--- config.mk ---
export PLATFORM = sky130hd
export DESIGN_NAME = twe_slave
export DESIGN_NICKNAME = d
export VERILOG_FILES = /design/src/design/twe_pkg.sv /design/src/design/twe_slave.sv
export SDC_FILE = /design/constraint.sdc
export NUM_CORES = 1
export LEC_CHECK = 0
export BUFFER_PORTS_ARGS = -buffer_cell sky130_fd_sc_hd__buf_2
export CAP_MARGIN = 40
export CORE_ASPECT_RATIO = 0.9
export CORE_MARGIN = 10
export CORE_UTILIZATION = 45
export CTS_BUF_LIST = sky130_fd_sc_hd__clkbuf_16
export DETAILED_ROUTE_END_ITERATION = 8
export PLACE_DENSITY = 0.6
export SLEW_MARGIN = 25
export SYNTH_ARGS = -nofsm -noshare
export SYNTH_HDL_FRONTEND = slang
export SYNTH_SLANG_ARGS = --single-unit
--- constraint.sdc ---
create_clock -name clock -period 8.1 [get_ports clock]
set_input_delay 1.62 -clock clock [delete_from_list [all_inputs] [get_ports clock]]
set_output_delay 1.62 -clock clock [all_outputs]
set_load 0.01 [all_outputs]
--- src/design/twe_pkg.sv ---
// Shared constants and types for the two-wire EEPROM write slave
package twe_pkg;
  localparam int            ADDR_W         = 7;
  localparam int            MEM_DEPTH      = 128;
  localparam int            PAGE_BYTES     = 4;
  localparam int            BIT_LAST       = 7;
  localparam int            BIT_ACK        = 8;
  localparam logic [7:0]    MEM_RESET_VAL  = 8'hff;
  localparam logic [2:0]    SYNC_RESET_VAL = 3'h7;
  localparam int            CLK_PERIOD_NS  = 10;
  localparam int            PROG_TIME_MS   = 10;
  localparam int            PROG_CYCLES    = (PROG_TIME_MS * 1000000) / CLK_PERIOD_NS;

  typedef enum logic [4:0] {
    TWE_IDLE  = 5'b00001,
    TWE_ADDR  = 5'b00010,
    TWE_WDATA = 5'b00100,
    TWE_WAIT  = 5'b01000,
    TWE_PROG  = 5'b10000
  } twe_state_t;

  typedef struct packed {
    logic sda_o;
    logic sda_oe;
  } twe_pin_t;

  typedef struct packed {
    logic [7:0] data;
    logic       valid;
  } twe_latch_t;
endpackage

--- src/design/twe_slave.sv ---
// Two-wire EEPROM slave: address byte, byte and page write, program cycle
// What this block does
// - After START one byte is shifted MSB first: seven address bits, direction.
// - Eighth bit is direction: one means read, zero means write.
// - Accepted address byte is acknowledged by pulling data low in ninth clock.
// - After a write address acknowledge, the block waits for a data byte.
// - Write-protect high from START to address end blocks writes and data acks.
// - Byte write: one data byte, acknowledged, then master sends STOP.
// - Page write takes one to four bytes sharing the row address bits.
// - Each data byte of a page write is acknowledged on its own.
// - Only the two low address bits increment, wrapping within the row.
// - STOP after a write launches the self-timed program cycle.
// - During the program cycle the bus clock, data and write-protect inputs are ignored.
// - Program cycle finishes within ten milliseconds.
// - Data line is released for the whole program cycle.
// - START is data falling with clock high; STOP is data rising with clock high.
// - Data is sampled on the first eight rising clock edges of each byte.
// - Address bytes go unacknowledged while busy, acknowledged once finished.
// - Write-protect samplers reset low, so protection is off after reset.
`timescale 1ns/1ns
module twe_slave #(
  parameter int PROG_CYCLES = twe_pkg::PROG_CYCLES
) (
  input  wire logic              clock,
  input  wire logic              reset_n,
  input  wire logic              scl_i,
  input  wire logic              sda_i,
  input  wire logic              write_protect_input,
  output twe_pkg::twe_pin_t      sda_pin,
  output logic                   prog_busy,
  output logic [7:0]             rd_data,
  input  wire logic [6:0]        rd_addr
);
  // Three-stage samplers; a level counts once stages two and three agree
  logic [2:0] scl_s_r, sda_s_r, wp_s_r;
  logic [2:0] scl_s_nxt, sda_s_nxt, wp_s_nxt;
  logic       scl_q_r, sda_q_r, wp_q_r;
  logic       scl_q_nxt, sda_q_nxt, wp_q_nxt;
  // Filtered levels with one cycle of history for edge finding
  logic       scl_d_r, sda_d_r;

  // A single disagreeing sample is a glitch and leaves the level alone
  function automatic logic filt_level(input logic [2:0] stages, input logic level);
    return (stages[1] == stages[2]) ? stages[2] : level;
  endfunction

  always_comb begin
    scl_s_nxt = {scl_s_r[1:0], scl_i};
    sda_s_nxt = {sda_s_r[1:0], sda_i};
    wp_s_nxt  = {wp_s_r[1:0], write_protect_input};
    scl_q_nxt = filt_level(scl_s_r, scl_q_r);
    sda_q_nxt = filt_level(sda_s_r, sda_q_r);
    wp_q_nxt  = filt_level(wp_s_r, wp_q_r);
  end

  always_ff @(posedge clock) begin
    if (!reset_n) begin
      scl_s_r <= twe_pkg::SYNC_RESET_VAL;
      sda_s_r <= twe_pkg::SYNC_RESET_VAL;
      wp_s_r  <= 3'h0;
      scl_q_r <= 1'b1;
      sda_q_r <= 1'b1;
      wp_q_r  <= 1'b0;
      scl_d_r <= 1'b1;
      sda_d_r <= 1'b1;
    end else begin
      scl_s_r <= scl_s_nxt;
      sda_s_r <= sda_s_nxt;
      wp_s_r  <= wp_s_nxt;
      scl_q_r <= scl_q_nxt;
      sda_q_r <= sda_q_nxt;
      wp_q_r  <= wp_q_nxt;
      scl_d_r <= scl_q_r;
      sda_d_r <= sda_q_r;
    end
  end

  logic scl_rise, scl_fall, start_ev, stop_ev;
  assign scl_rise = scl_q_r & ~scl_d_r;
  assign scl_fall = ~scl_q_r & scl_d_r;
  // Both edges need the clock steady high over the data change
  assign start_ev = scl_q_r & scl_d_r & sda_d_r & ~sda_q_r;
  assign stop_ev  = scl_q_r & scl_d_r & ~sda_d_r & sda_q_r;

  twe_pkg::twe_state_t state_r, state_nxt;
  logic [3:0]  bit_r, bit_nxt;
  logic [7:0]  shift_r, shift_nxt;
  logic [6:0]  addr_r, addr_nxt;
  logic        wp_seen_r, wp_seen_nxt;
  logic        ack_r, ack_nxt;
  logic        wr_any_r, wr_any_nxt;
  logic [31:0] prog_cnt_r, prog_cnt_nxt;
  twe_pkg::twe_latch_t [twe_pkg::PAGE_BYTES-1:0] page_r, page_nxt;
  logic [7:0]  mem_r [twe_pkg::MEM_DEPTH];

  always_comb begin
    state_nxt      = state_r;
    bit_nxt        = bit_r;
    shift_nxt      = shift_r;
    addr_nxt       = addr_r;
    wp_seen_nxt    = wp_seen_r;
    ack_nxt        = ack_r;
    wr_any_nxt     = wr_any_r;
    prog_cnt_nxt   = prog_cnt_r;
    page_nxt       = page_r;
    unique case (state_r)
      twe_pkg::TWE_PROG: begin
        // Bus is ignored entirely here
        // Program time is fixed at the maximum count; no early finish
        ack_nxt = 1'b0;
        if (prog_cnt_r + 32'h1 >= 32'(PROG_CYCLES)) begin
          state_nxt = twe_pkg::TWE_IDLE;
          prog_cnt_nxt = 32'h0;
          page_nxt = '0;
        end else begin
          prog_cnt_nxt = prog_cnt_r + 32'h1;
        end
      end
      default: begin
        if (start_ev) begin
          state_nxt   = twe_pkg::TWE_ADDR;
          bit_nxt     = 4'h0;
          ack_nxt     = 1'b0;
          wr_any_nxt  = 1'b0;
          page_nxt    = '0;
        end else if (stop_ev) begin
          ack_nxt = 1'b0;
          // STOP with nothing latched, or after a read, just returns to idle
          if (state_r == twe_pkg::TWE_WDATA && wr_any_r) begin
            state_nxt    = twe_pkg::TWE_PROG;
            prog_cnt_nxt = 32'h0;
          end else begin
            state_nxt = twe_pkg::TWE_IDLE;
          end
        end else if (state_r == twe_pkg::TWE_ADDR || state_r == twe_pkg::TWE_WDATA) begin
          if (scl_rise && bit_r <= 4'(twe_pkg::BIT_LAST)) begin
            shift_nxt = {shift_r[6:0], sda_q_r};
            bit_nxt   = bit_r + 4'h1;
          end else if (scl_fall && bit_r == 4'(twe_pkg::BIT_ACK)) begin
            // Acknowledge lands with the filter lag; master needs a long low phase
            if (state_r == twe_pkg::TWE_ADDR) begin
              ack_nxt = 1'b1;
              addr_nxt = shift_r[7:1];
              // Read sequencing is not part of this block
              state_nxt = shift_r[0] ? twe_pkg::TWE_WAIT : twe_pkg::TWE_WDATA;
            end else begin
              ack_nxt = ~wp_seen_r;
              if (!wp_seen_r) begin
                page_nxt[addr_r[1:0]].data  = shift_r;
                page_nxt[addr_r[1:0]].valid = 1'b1;
                addr_nxt   = {addr_r[6:2], addr_r[1:0] + 2'h1};
                wr_any_nxt = 1'b1;
              end
            end
            bit_nxt = bit_r + 4'h1;
          end else if (scl_fall && bit_r == 4'(twe_pkg::BIT_ACK) + 4'h1) begin
            ack_nxt = 1'b0;
            bit_nxt = 4'h0;
          end
        end else if (state_r == twe_pkg::TWE_WAIT) begin
          // Read data is not driven; only the address acknowledge is dropped
          if (scl_fall && bit_r == 4'(twe_pkg::BIT_ACK) + 4'h1) begin
            ack_nxt = 1'b0;
            bit_nxt = 4'h0;
          end
        end
        // Protect level is caught from START to the end of the address byte
        if (start_ev) wp_seen_nxt = wp_q_r;
        else if (state_r == twe_pkg::TWE_ADDR) wp_seen_nxt = wp_seen_r | wp_q_r;
        else wp_seen_nxt = wp_seen_r; // Frozen after address byte
      end
    endcase
  end

  always_ff @(posedge clock) begin
    if (!reset_n) begin
      state_r      <= twe_pkg::TWE_IDLE;
      bit_r        <= 4'h0;
      shift_r      <= 8'h00;
      addr_r       <= 7'h00;
      wp_seen_r    <= 1'b0;
      ack_r        <= 1'b0;
      wr_any_r     <= 1'b0;
      prog_cnt_r   <= 32'h0;
      page_r       <= '0;
    end else begin
      state_r      <= state_nxt;
      bit_r        <= bit_nxt;
      shift_r      <= shift_nxt;
      addr_r       <= addr_nxt;
      wp_seen_r    <= wp_seen_nxt;
      ack_r        <= ack_nxt;
      wr_any_r     <= wr_any_nxt;
      prog_cnt_r   <= prog_cnt_nxt;
      page_r       <= page_nxt;
    end
  end

  // Array copy happens on the first program cycle; contents survive reset
  logic commit_now;
  assign commit_now = (state_r == twe_pkg::TWE_PROG) && (prog_cnt_r == 32'h0);
  always_ff @(posedge clock) begin
    if (commit_now) begin
      for (int i = 0; i < twe_pkg::PAGE_BYTES; i++) begin
        if (page_r[i].valid) mem_r[{addr_r[6:2], 2'(i)}] <= page_r[i].data;
      end
    end
  end

  always_ff @(posedge clock) begin
    if (!reset_n) rd_data <= 8'h00;
    else rd_data <= mem_r[rd_addr];
  end

  // Open drain: the pin is only ever pulled low, never driven high
  assign sda_pin.sda_o  = 1'b0;
  assign sda_pin.sda_oe = ack_r;
  assign prog_busy      = (state_r == twe_pkg::TWE_PROG);
endmodule

==> results by group, run 1 <==
Worst setup path
  • CP max FO: 68
  • Critical path class: input pin to register
  • Largest delay share family, worst path: multiplexers
  • Crit-path cells: buf_8 > buf_4 > mux4_2 > mux4_2 > mux4_2 > a22o_1
  • R2R Setup Slk: 4460 ps
  • Buf/Inv on CP: 2
  • Critical path depth in cells: 6
  • FF-to-FF path depth: 9
  • Critical Path Sink Type: register
  • Worst endpoint required time: 8690 ps
  • Reg2reg start: state_r[2]$_SDFFE_PN0P_
  • CP Launch Point: rd_addr[0]
  • CP startpoint kind: input pin
  • CP Data Arrival Time: 4940 ps
  • CP max stage delay: 660 ps
  • CP max-delay cell: buf_4
  • CP most frequent cell: mux4_2

Synthesis
  • Synthesized-area fraction occupied by adder cells: 0.251%
  • Ys flop type: edfxtp_1
  • Synth Area in Simple Gates: 5.07%
  • Mapped cell area: 44,900 um^2
  • Synthesized Nets: 2,311
  • Post-synthesis register bit count: 1,141
  • Sequential share of the synthesized area: 73.7%
  • Largest family of logic cells by synthesized area: multiplexers
  • Synth warnings: 0
  • Post-synthesis cell type count: 68
  • Synth Area in XOR/XNOR: 0.117%
  • Cell count after synthesis: 2,290
  • EDFF count, synth: 1,024
  • Multiplexer share of the synthesized area: 17.0%
  • Synth Area in Compound Gates: 2.33%
  • Syn_area_per_cell: 19.6 um^2
  • Async SR Flop Fraction: 0%

Cells and area
  • P&R area growth vs syn: 13.5%
  • Post-route insts no fill: 3,832
  • Nets@finish: 2,423
  • Layout cells sized above 1: 28.3%

Power
  • P_sw: 2.35 mW
  • Reg power frac: 54.5%
  • Power per Cell Area: 228 nW/um^2
  • Final Power: 11.6 mW
  • Clock share of power: 43.6%
  • Worst vdd ir: 0.000189 V
  • P_int: 9.24 mW
  • Sw Share: 20.3%
  • Combinational fraction of design power: 2.0%
  • Leakage: 18.2 nW

Timing
  • Crit path time final: 4350 ps
  • Hold Fails Final Rpt: 0
  • Setup TNS: 0 ps
  • Period utilization: 53.7%
  • RSZ-0062 raised after global routing: no
  • Fmax: 230 MHz
  • Clock Skew: 28.2 ps
  • Measured slew at the worst slew-check pin: 1010 ps
  • Slew Viols, Final: 0
  • Slew HR: 32.8%
  • Final setup fails: 0

Drt
  • Initial DRC count: 2,908
  • Vias per cell: 6.21
  • Drt first pass iters: 6
  • Routed wire length: 124,000 um
  • Wire length per cell: 32.4 um
  • Residual DRC: 0
  • ANT nets after route: 0
  • Vias: 23,800

Flow run
  • Maxcap violations: 0

Global routing
  • Gr usage total: 21.7%
  • Gr ovfl total: 0
  • Pin count of the biggest net entering global routing: 101
  • Number of global-route vias before repair: 24,100
  • Antenna violations before repair: 9
  • First-pass GRT wire length: 177,000 um

Placement
  • Cells after DPL: 3,600
  • Gpl congestion: 0.852
  • Post-DP HPWL: 74,300 um
  • Input/output buffers: 21

Die
  • Die footprint: 113,000 um^2
  • Starting Density: 45.5%
  • Std-Cell Rows: 109
  • Die Span Y: 320 um
  • Ports: 23
  • Floorplan die width: 353 um
  • Core area: 98,600 um^2

Clock tree
  • Clock sinks: 1,141
  • Clk root buf: clkbuf_16
  • Clock buffer depth: 3
  • Post-CTS Hold Fix Bufs: 0
  • Post-CTS Repair Setup Buffers: 0
  • PostCTS Resize Cnt: 0
  • Worst-Skew Late Latency: 700 ps
  • CTS tree: built
  • CTS buffer count: 110
  • Clock Pin Slew Worst Setup and Hold Paths: 60 ps
  • H-tree depth: 3

Min path
  • HP Start: scl_s_r[0]$_SDFF_PN1_
  • Hold crit path type: register to register
  • Worst hold stages: 1

Status
  • Status: finished clean
-- power groups by stage --
stage	logic, mW	clock network (mW)	registers (mW)
3_5_place_dp	0.232	0	6.44
2_1_floorplan	0.165	0	6.45
6_report	0.227	5.05	6.32
5_1_grt	0.243	5.36	6.31
3_3_place_gp	0.228	0	6.45
4_1_cts	0.232	5.13	6.32
-- synth_stat cells (9+ instances only) --
library cell | n | share of area (%)
edfxtp_1 | 1024 | 68
mux4_2 | 336 | 17
nor2_1 | 171 | 1.4
nand2_1 | 160 | 1.3
dfxtp_1 | 117 | 5.2
clkbuf_1 | 79 | 0.66
o22ai_1 | 41 | 0.57
buf_2 | 31 | 0.35
nand4_1 | 25 | 0.35
nand3_1 | 24 | 0.27
a21oi_1 | 23 | 0.26
nor3_1 | 22 | 0.25
o21ai_0 | 19 | 0.21
and2_1 | 17 | 0.24
o211ai_1 | 14 | 0.23
inv_1 | 13 | 0.11
buf_1 | 11 | 0.092
nand2b_1 | 11 | 0.15
nor4_1 | 10 | 0.14
a22o_1 | 9 | 0.18
and3_1 | 9 | 0.13
ha_1 | 9 | 0.25
-- cell type report --
class	instances	area (um^2)
fill	7712	47600
sequential	1141	33200
multi-input combinational	997	11200
clock buffer	111	2780
tap	1332	1670
timing repair buffer	138	1310
clock inverter	98	773
inverter	14	52.6
antenna	1	2.50
-- worst paths after layout --
path                                               end
worst max-delay path             rd_data[7]$_SDFF_PN0_
worst min register to register   scl_s_r[1]$_SDFF_PN1_
worst min-delay path             scl_s_r[1]$_SDFF_PN1_
worst max register to register  mem_r[28][4]$_DFFE_PP_
-- metrics by stage --
| step | hold WS, ps | util [%] | setup slack, ps | cell area [um^2] |
|---|---|---|---|---|
| after floorplan | 386 | - | 4030 | 44900 |
| after global placement | 395 | 47.0 | 3010 | 46400 |
| after detailed placement | 397 | 47.9 | 2960 | 47200 |
| after CTS | 413 | 51.5 | 3720 | 50800 |
| after global routing | 434 | 51.7 | 3550 | 51000 |
| final | 411 | 51.7 | 3750 | 51000 |
-- cells in the final DEF (no fill, tap or decap), types with 5 or more instances in the layout --
| cell | instances |
|---|---|
| buf_6 | 8 |
| o21ai_0 | 19 |
| o21a_1 | 6 |
| nand2b_1 | 11 |
| dfxtp_2 | 13 |
| clkinvlp_4 | 5 |
| dfxtp_4 | 19 |
| o2111ai_1 | 6 |
| a21oi_1 | 23 |
| nand4_1 | 25 |
| and2_1 | 17 |
| o22ai_1 | 41 |
| o211ai_1 | 14 |
| nor2b_1 | 8 |
| a22o_1 | 9 |
| bufinv_16 | 11 |
| clkinv_1 | 26 |
| buf_16 | 5 |
| nor2_2 | 25 |
| edfxtp_1 | 1024 |
| dfxtp_1 | 85 |
| clkinv_2 | 22 |
| buf_12 | 14 |
| and3_1 | 9 |
| nor4_1 | 10 |
| nand3_1 | 24 |
| clkbuf_16 | 111 |
| ha_1 | 9 |
| a31oi_1 | 5 |
| nor2_1 | 146 |
| buf_4 | 86 |
| mux2i_1 | 7 |
| buf_2 | 19 |
| nor3_1 | 21 |
| nand2_1 | 156 |
| mux4_2 | 336 |
| inv_1 | 42 |
-- logic make-up (layout without fill, tap and decap cells) --
logic type | count (synthesis) | after routing
buf+inv | 152 | 361
fa+ha+maj | 9 | 9
xor+xnor | 6 | 6
other cells | 1 | 2
simple gates | 489 | 489
compound gates | 149 | 149
flops | 1141 | 1141
mux | 343 | 343
-- registers in the layout, indices dropped and copies added, names as in the netlist --
register	flops
wp_q_r	1
ack_r	1
rd_data	8
sda_q_r	1
scl_s_r	3
sda_s_r	3
shift_r	8
wp_seen_r	1
scl_q_r	1
scl_d_r	1
page_r	36
wp_s_r	3
addr_r	7
wr_any_r	1
mem_r	1024
bit_r	4
prog_cnt_r	32
state_r	5
sda_d_r	1
-- metal layers --
metal / GRT usage, % / wire length [um]
met1: 29.6 / 49200
met2: 33.4 / 57100
met3: 7.24 / 14300
met4: 6.06 / 3420
met5: 0 / 19
No activity file was read; power rests on OpenSTA's default activity.
==> run 2: changes to the inputs <==
==> constraint.sdc (replaced) <==
create_clock -name clock -period 4.4 [get_ports clock]
set_input_delay 0.88 -clock clock [delete_from_list [all_inputs] [get_ports clock]]
set_output_delay 0.88 -clock clock [all_outputs]
set_load 0.01 [all_outputs]
==> results by group, run 2 (synthesized netlist as in run 1, its figures left out) <==
Timing
  • Measured slew at the worst slew-check pin: 902 ps
  • Slew HR: 39.6%
  • Clock Skew: 19.7 ps
  • RSZ-0062 raised after global routing: no
  • Setup TNS: 0 ps
  • Fmax: 290 MHz
  • Period utilization: 78.4%
  • Crit path time final: 3450 ps
  • Slew Viols, Final: 0
  • Final setup fails: 0
  • Hold Fails Final Rpt: 0

Clock tree
  • Clk root buf: clkbuf_16
  • Clock sinks: 1,141
  • H-tree depth: 3
  • CTS buffer count: 111
  • Post-CTS Repair Setup Buffers: 0
  • Worst-Skew Late Latency: 680 ps
  • CTS tree: built
  • Post-CTS Hold Fix Bufs: 0
  • Clock buffer depth: 3
  • Clock Pin Slew Worst Setup and Hold Paths: 60 ps
  • PostCTS Resize Cnt: 0

Worst setup path
  • Critical Path Sink Type: register
  • Worst endpoint required time: 4700 ps
  • CP startpoint kind: register
  • CP max FO: 22
  • Critical path class: register to register
  • CP Data Arrival Time: 3750 ps

Cells and area
  • Most common cell after layout, fill and taps aside: edfxtp_1
  • Post-route insts no fill: 3,867
  • Nets@finish: 2,462
  • P&R area growth vs syn: 13.9%
  • Layout cells sized above 1: 28.6%
  • Max reg flops: 1,024
  • Fillers: 7,679
  • Most frequent cells in the layout: 1,024 x edfxtp_1, 336 x mux4_2, 171 x nor2_1

Placement
  • Cells after DPL: 3,640
  • Post-DP HPWL: 74,700 um
  • Gpl congestion: 0.867
  • Input/output buffers: 21

Die
  • Std-Cell Rows: 109
  • Core area: 98,600 um^2
  • Starting Density: 45.5%
  • Die footprint: 113,000 um^2
  • Floorplan die width: 353 um
  • Die Span Y: 320 um
  • Ports: 23

Drt
  • Initial DRC count: 3,282
  • Vias: 24,000
  • ANT nets after route: 0
  • Residual DRC: 0
  • Routed wire length: 125,000 um
  • Vias per cell: 6.20
  • Wire length per cell: 32.2 um
  • Drt first pass iters: 6

Global routing
  • Number of global-route vias before repair: 24,100
  • Gr ovfl total: 0
  • First-pass GRT wire length: 179,000 um
  • Antenna violations before repair: 11
  • Gr usage total: 21.9%
  • Pin count of the biggest net entering global routing: 65

Power
  • Worst vdd ir: 0.000286 V
  • Leakage: 18.9 nW
  • P_sw: 4.30 mW
  • Sw Share: 19.9%
  • Reg power frac: 53.8%
  • Combinational fraction of design power: 1.8%
  • Power per Cell Area: 423 nW/um^2
  • Clock share of power: 44.4%
  • P_int: 17.3 mW

Status
  • Status: finished clean

Flow run
  • Maxcap violations: 0

Min path
  • Hold crit path type: input pin to register
run 2: path summary, 6_finish.rpt:
check             cells after the start               startpoint                      to  slack, ps
setup / recovery                      8  state_r[2]$_SDFFE_PN0P_  mem_r[13][3]$_DFFE_PP_        950
hold / removal                        2                    scl_i   scl_s_r[0]$_SDFF_PN1_        380
setup reg to reg                      8  state_r[2]$_SDFFE_PN0P_  mem_r[13][3]$_DFFE_PP_        950
hold reg to reg                       1    scl_s_r[0]$_SDFF_PN1_   scl_s_r[1]$_SDFF_PN1_        410
run 2: power groups by stage:
| stage | Clock (mW) | Combinational, mW | Sequential (mW) |
|---|---|---|---|
| after floorplan | 0 | 0.275 | 11.9 |
| after global placement | 0 | 0.401 | 11.9 |
| after detailed placement | 0 | 0.401 | 11.9 |
| after CTS | 9.72 | 0.402 | 11.6 |
| after global routing | 10.2 | 0.419 | 11.6 |
| final | 9.61 | 0.393 | 11.6 |
run 2: per-layer routing:
metal	track usage, %	up-vias	wire length (um)
met5	0	-	13
met4	5.99	2	3400
met3	5.22	208	13800
met2	33.1	1422	56700
met1	31.7	12600	50800
li1	-	9688	-
run 2: metrics by stage:
stage / setup WS [ps] / util, % / power, mW / cell area (um^2) / hold WS, ps
finish: 950 / 51.9 / 21.6 / 51100 / 381
global route: 729 / 51.9 / 22.2 / 51100 / 383
CTS: 889 / 51.7 / 21.8 / 51000 / 357
detailed placement: 666 / 48.0 / 12.3 / 47300 / 396
global placement: 672 / 47.8 / 12.3 / 47200 / 394
floorplan: 1070 / - / 12.1 / 44900 / 386
run 2: cell type report:
cell class	instances	area [um^2]	share of cell area (%)
sequential	1141	33100	64.8
multi-input combinational	997	11100	21.8
clock buffer	112	2800	5.48
tap	1332	1670	3.26
timing repair buffer	176	1470	2.87
clock inverter	94	865	1.69
inverter	14	52.6	0.103
antenna	1	2.50	0.00489
run 2: critical path: stages, from the launching register on:
cell     delay (ps)
dfxtp_1         360
nor2_1          250
nand3_1         310
inv_1           160
nand4_1          90
nor3_1          250
buf_4           200
nand2_2         520
nor2_1          900
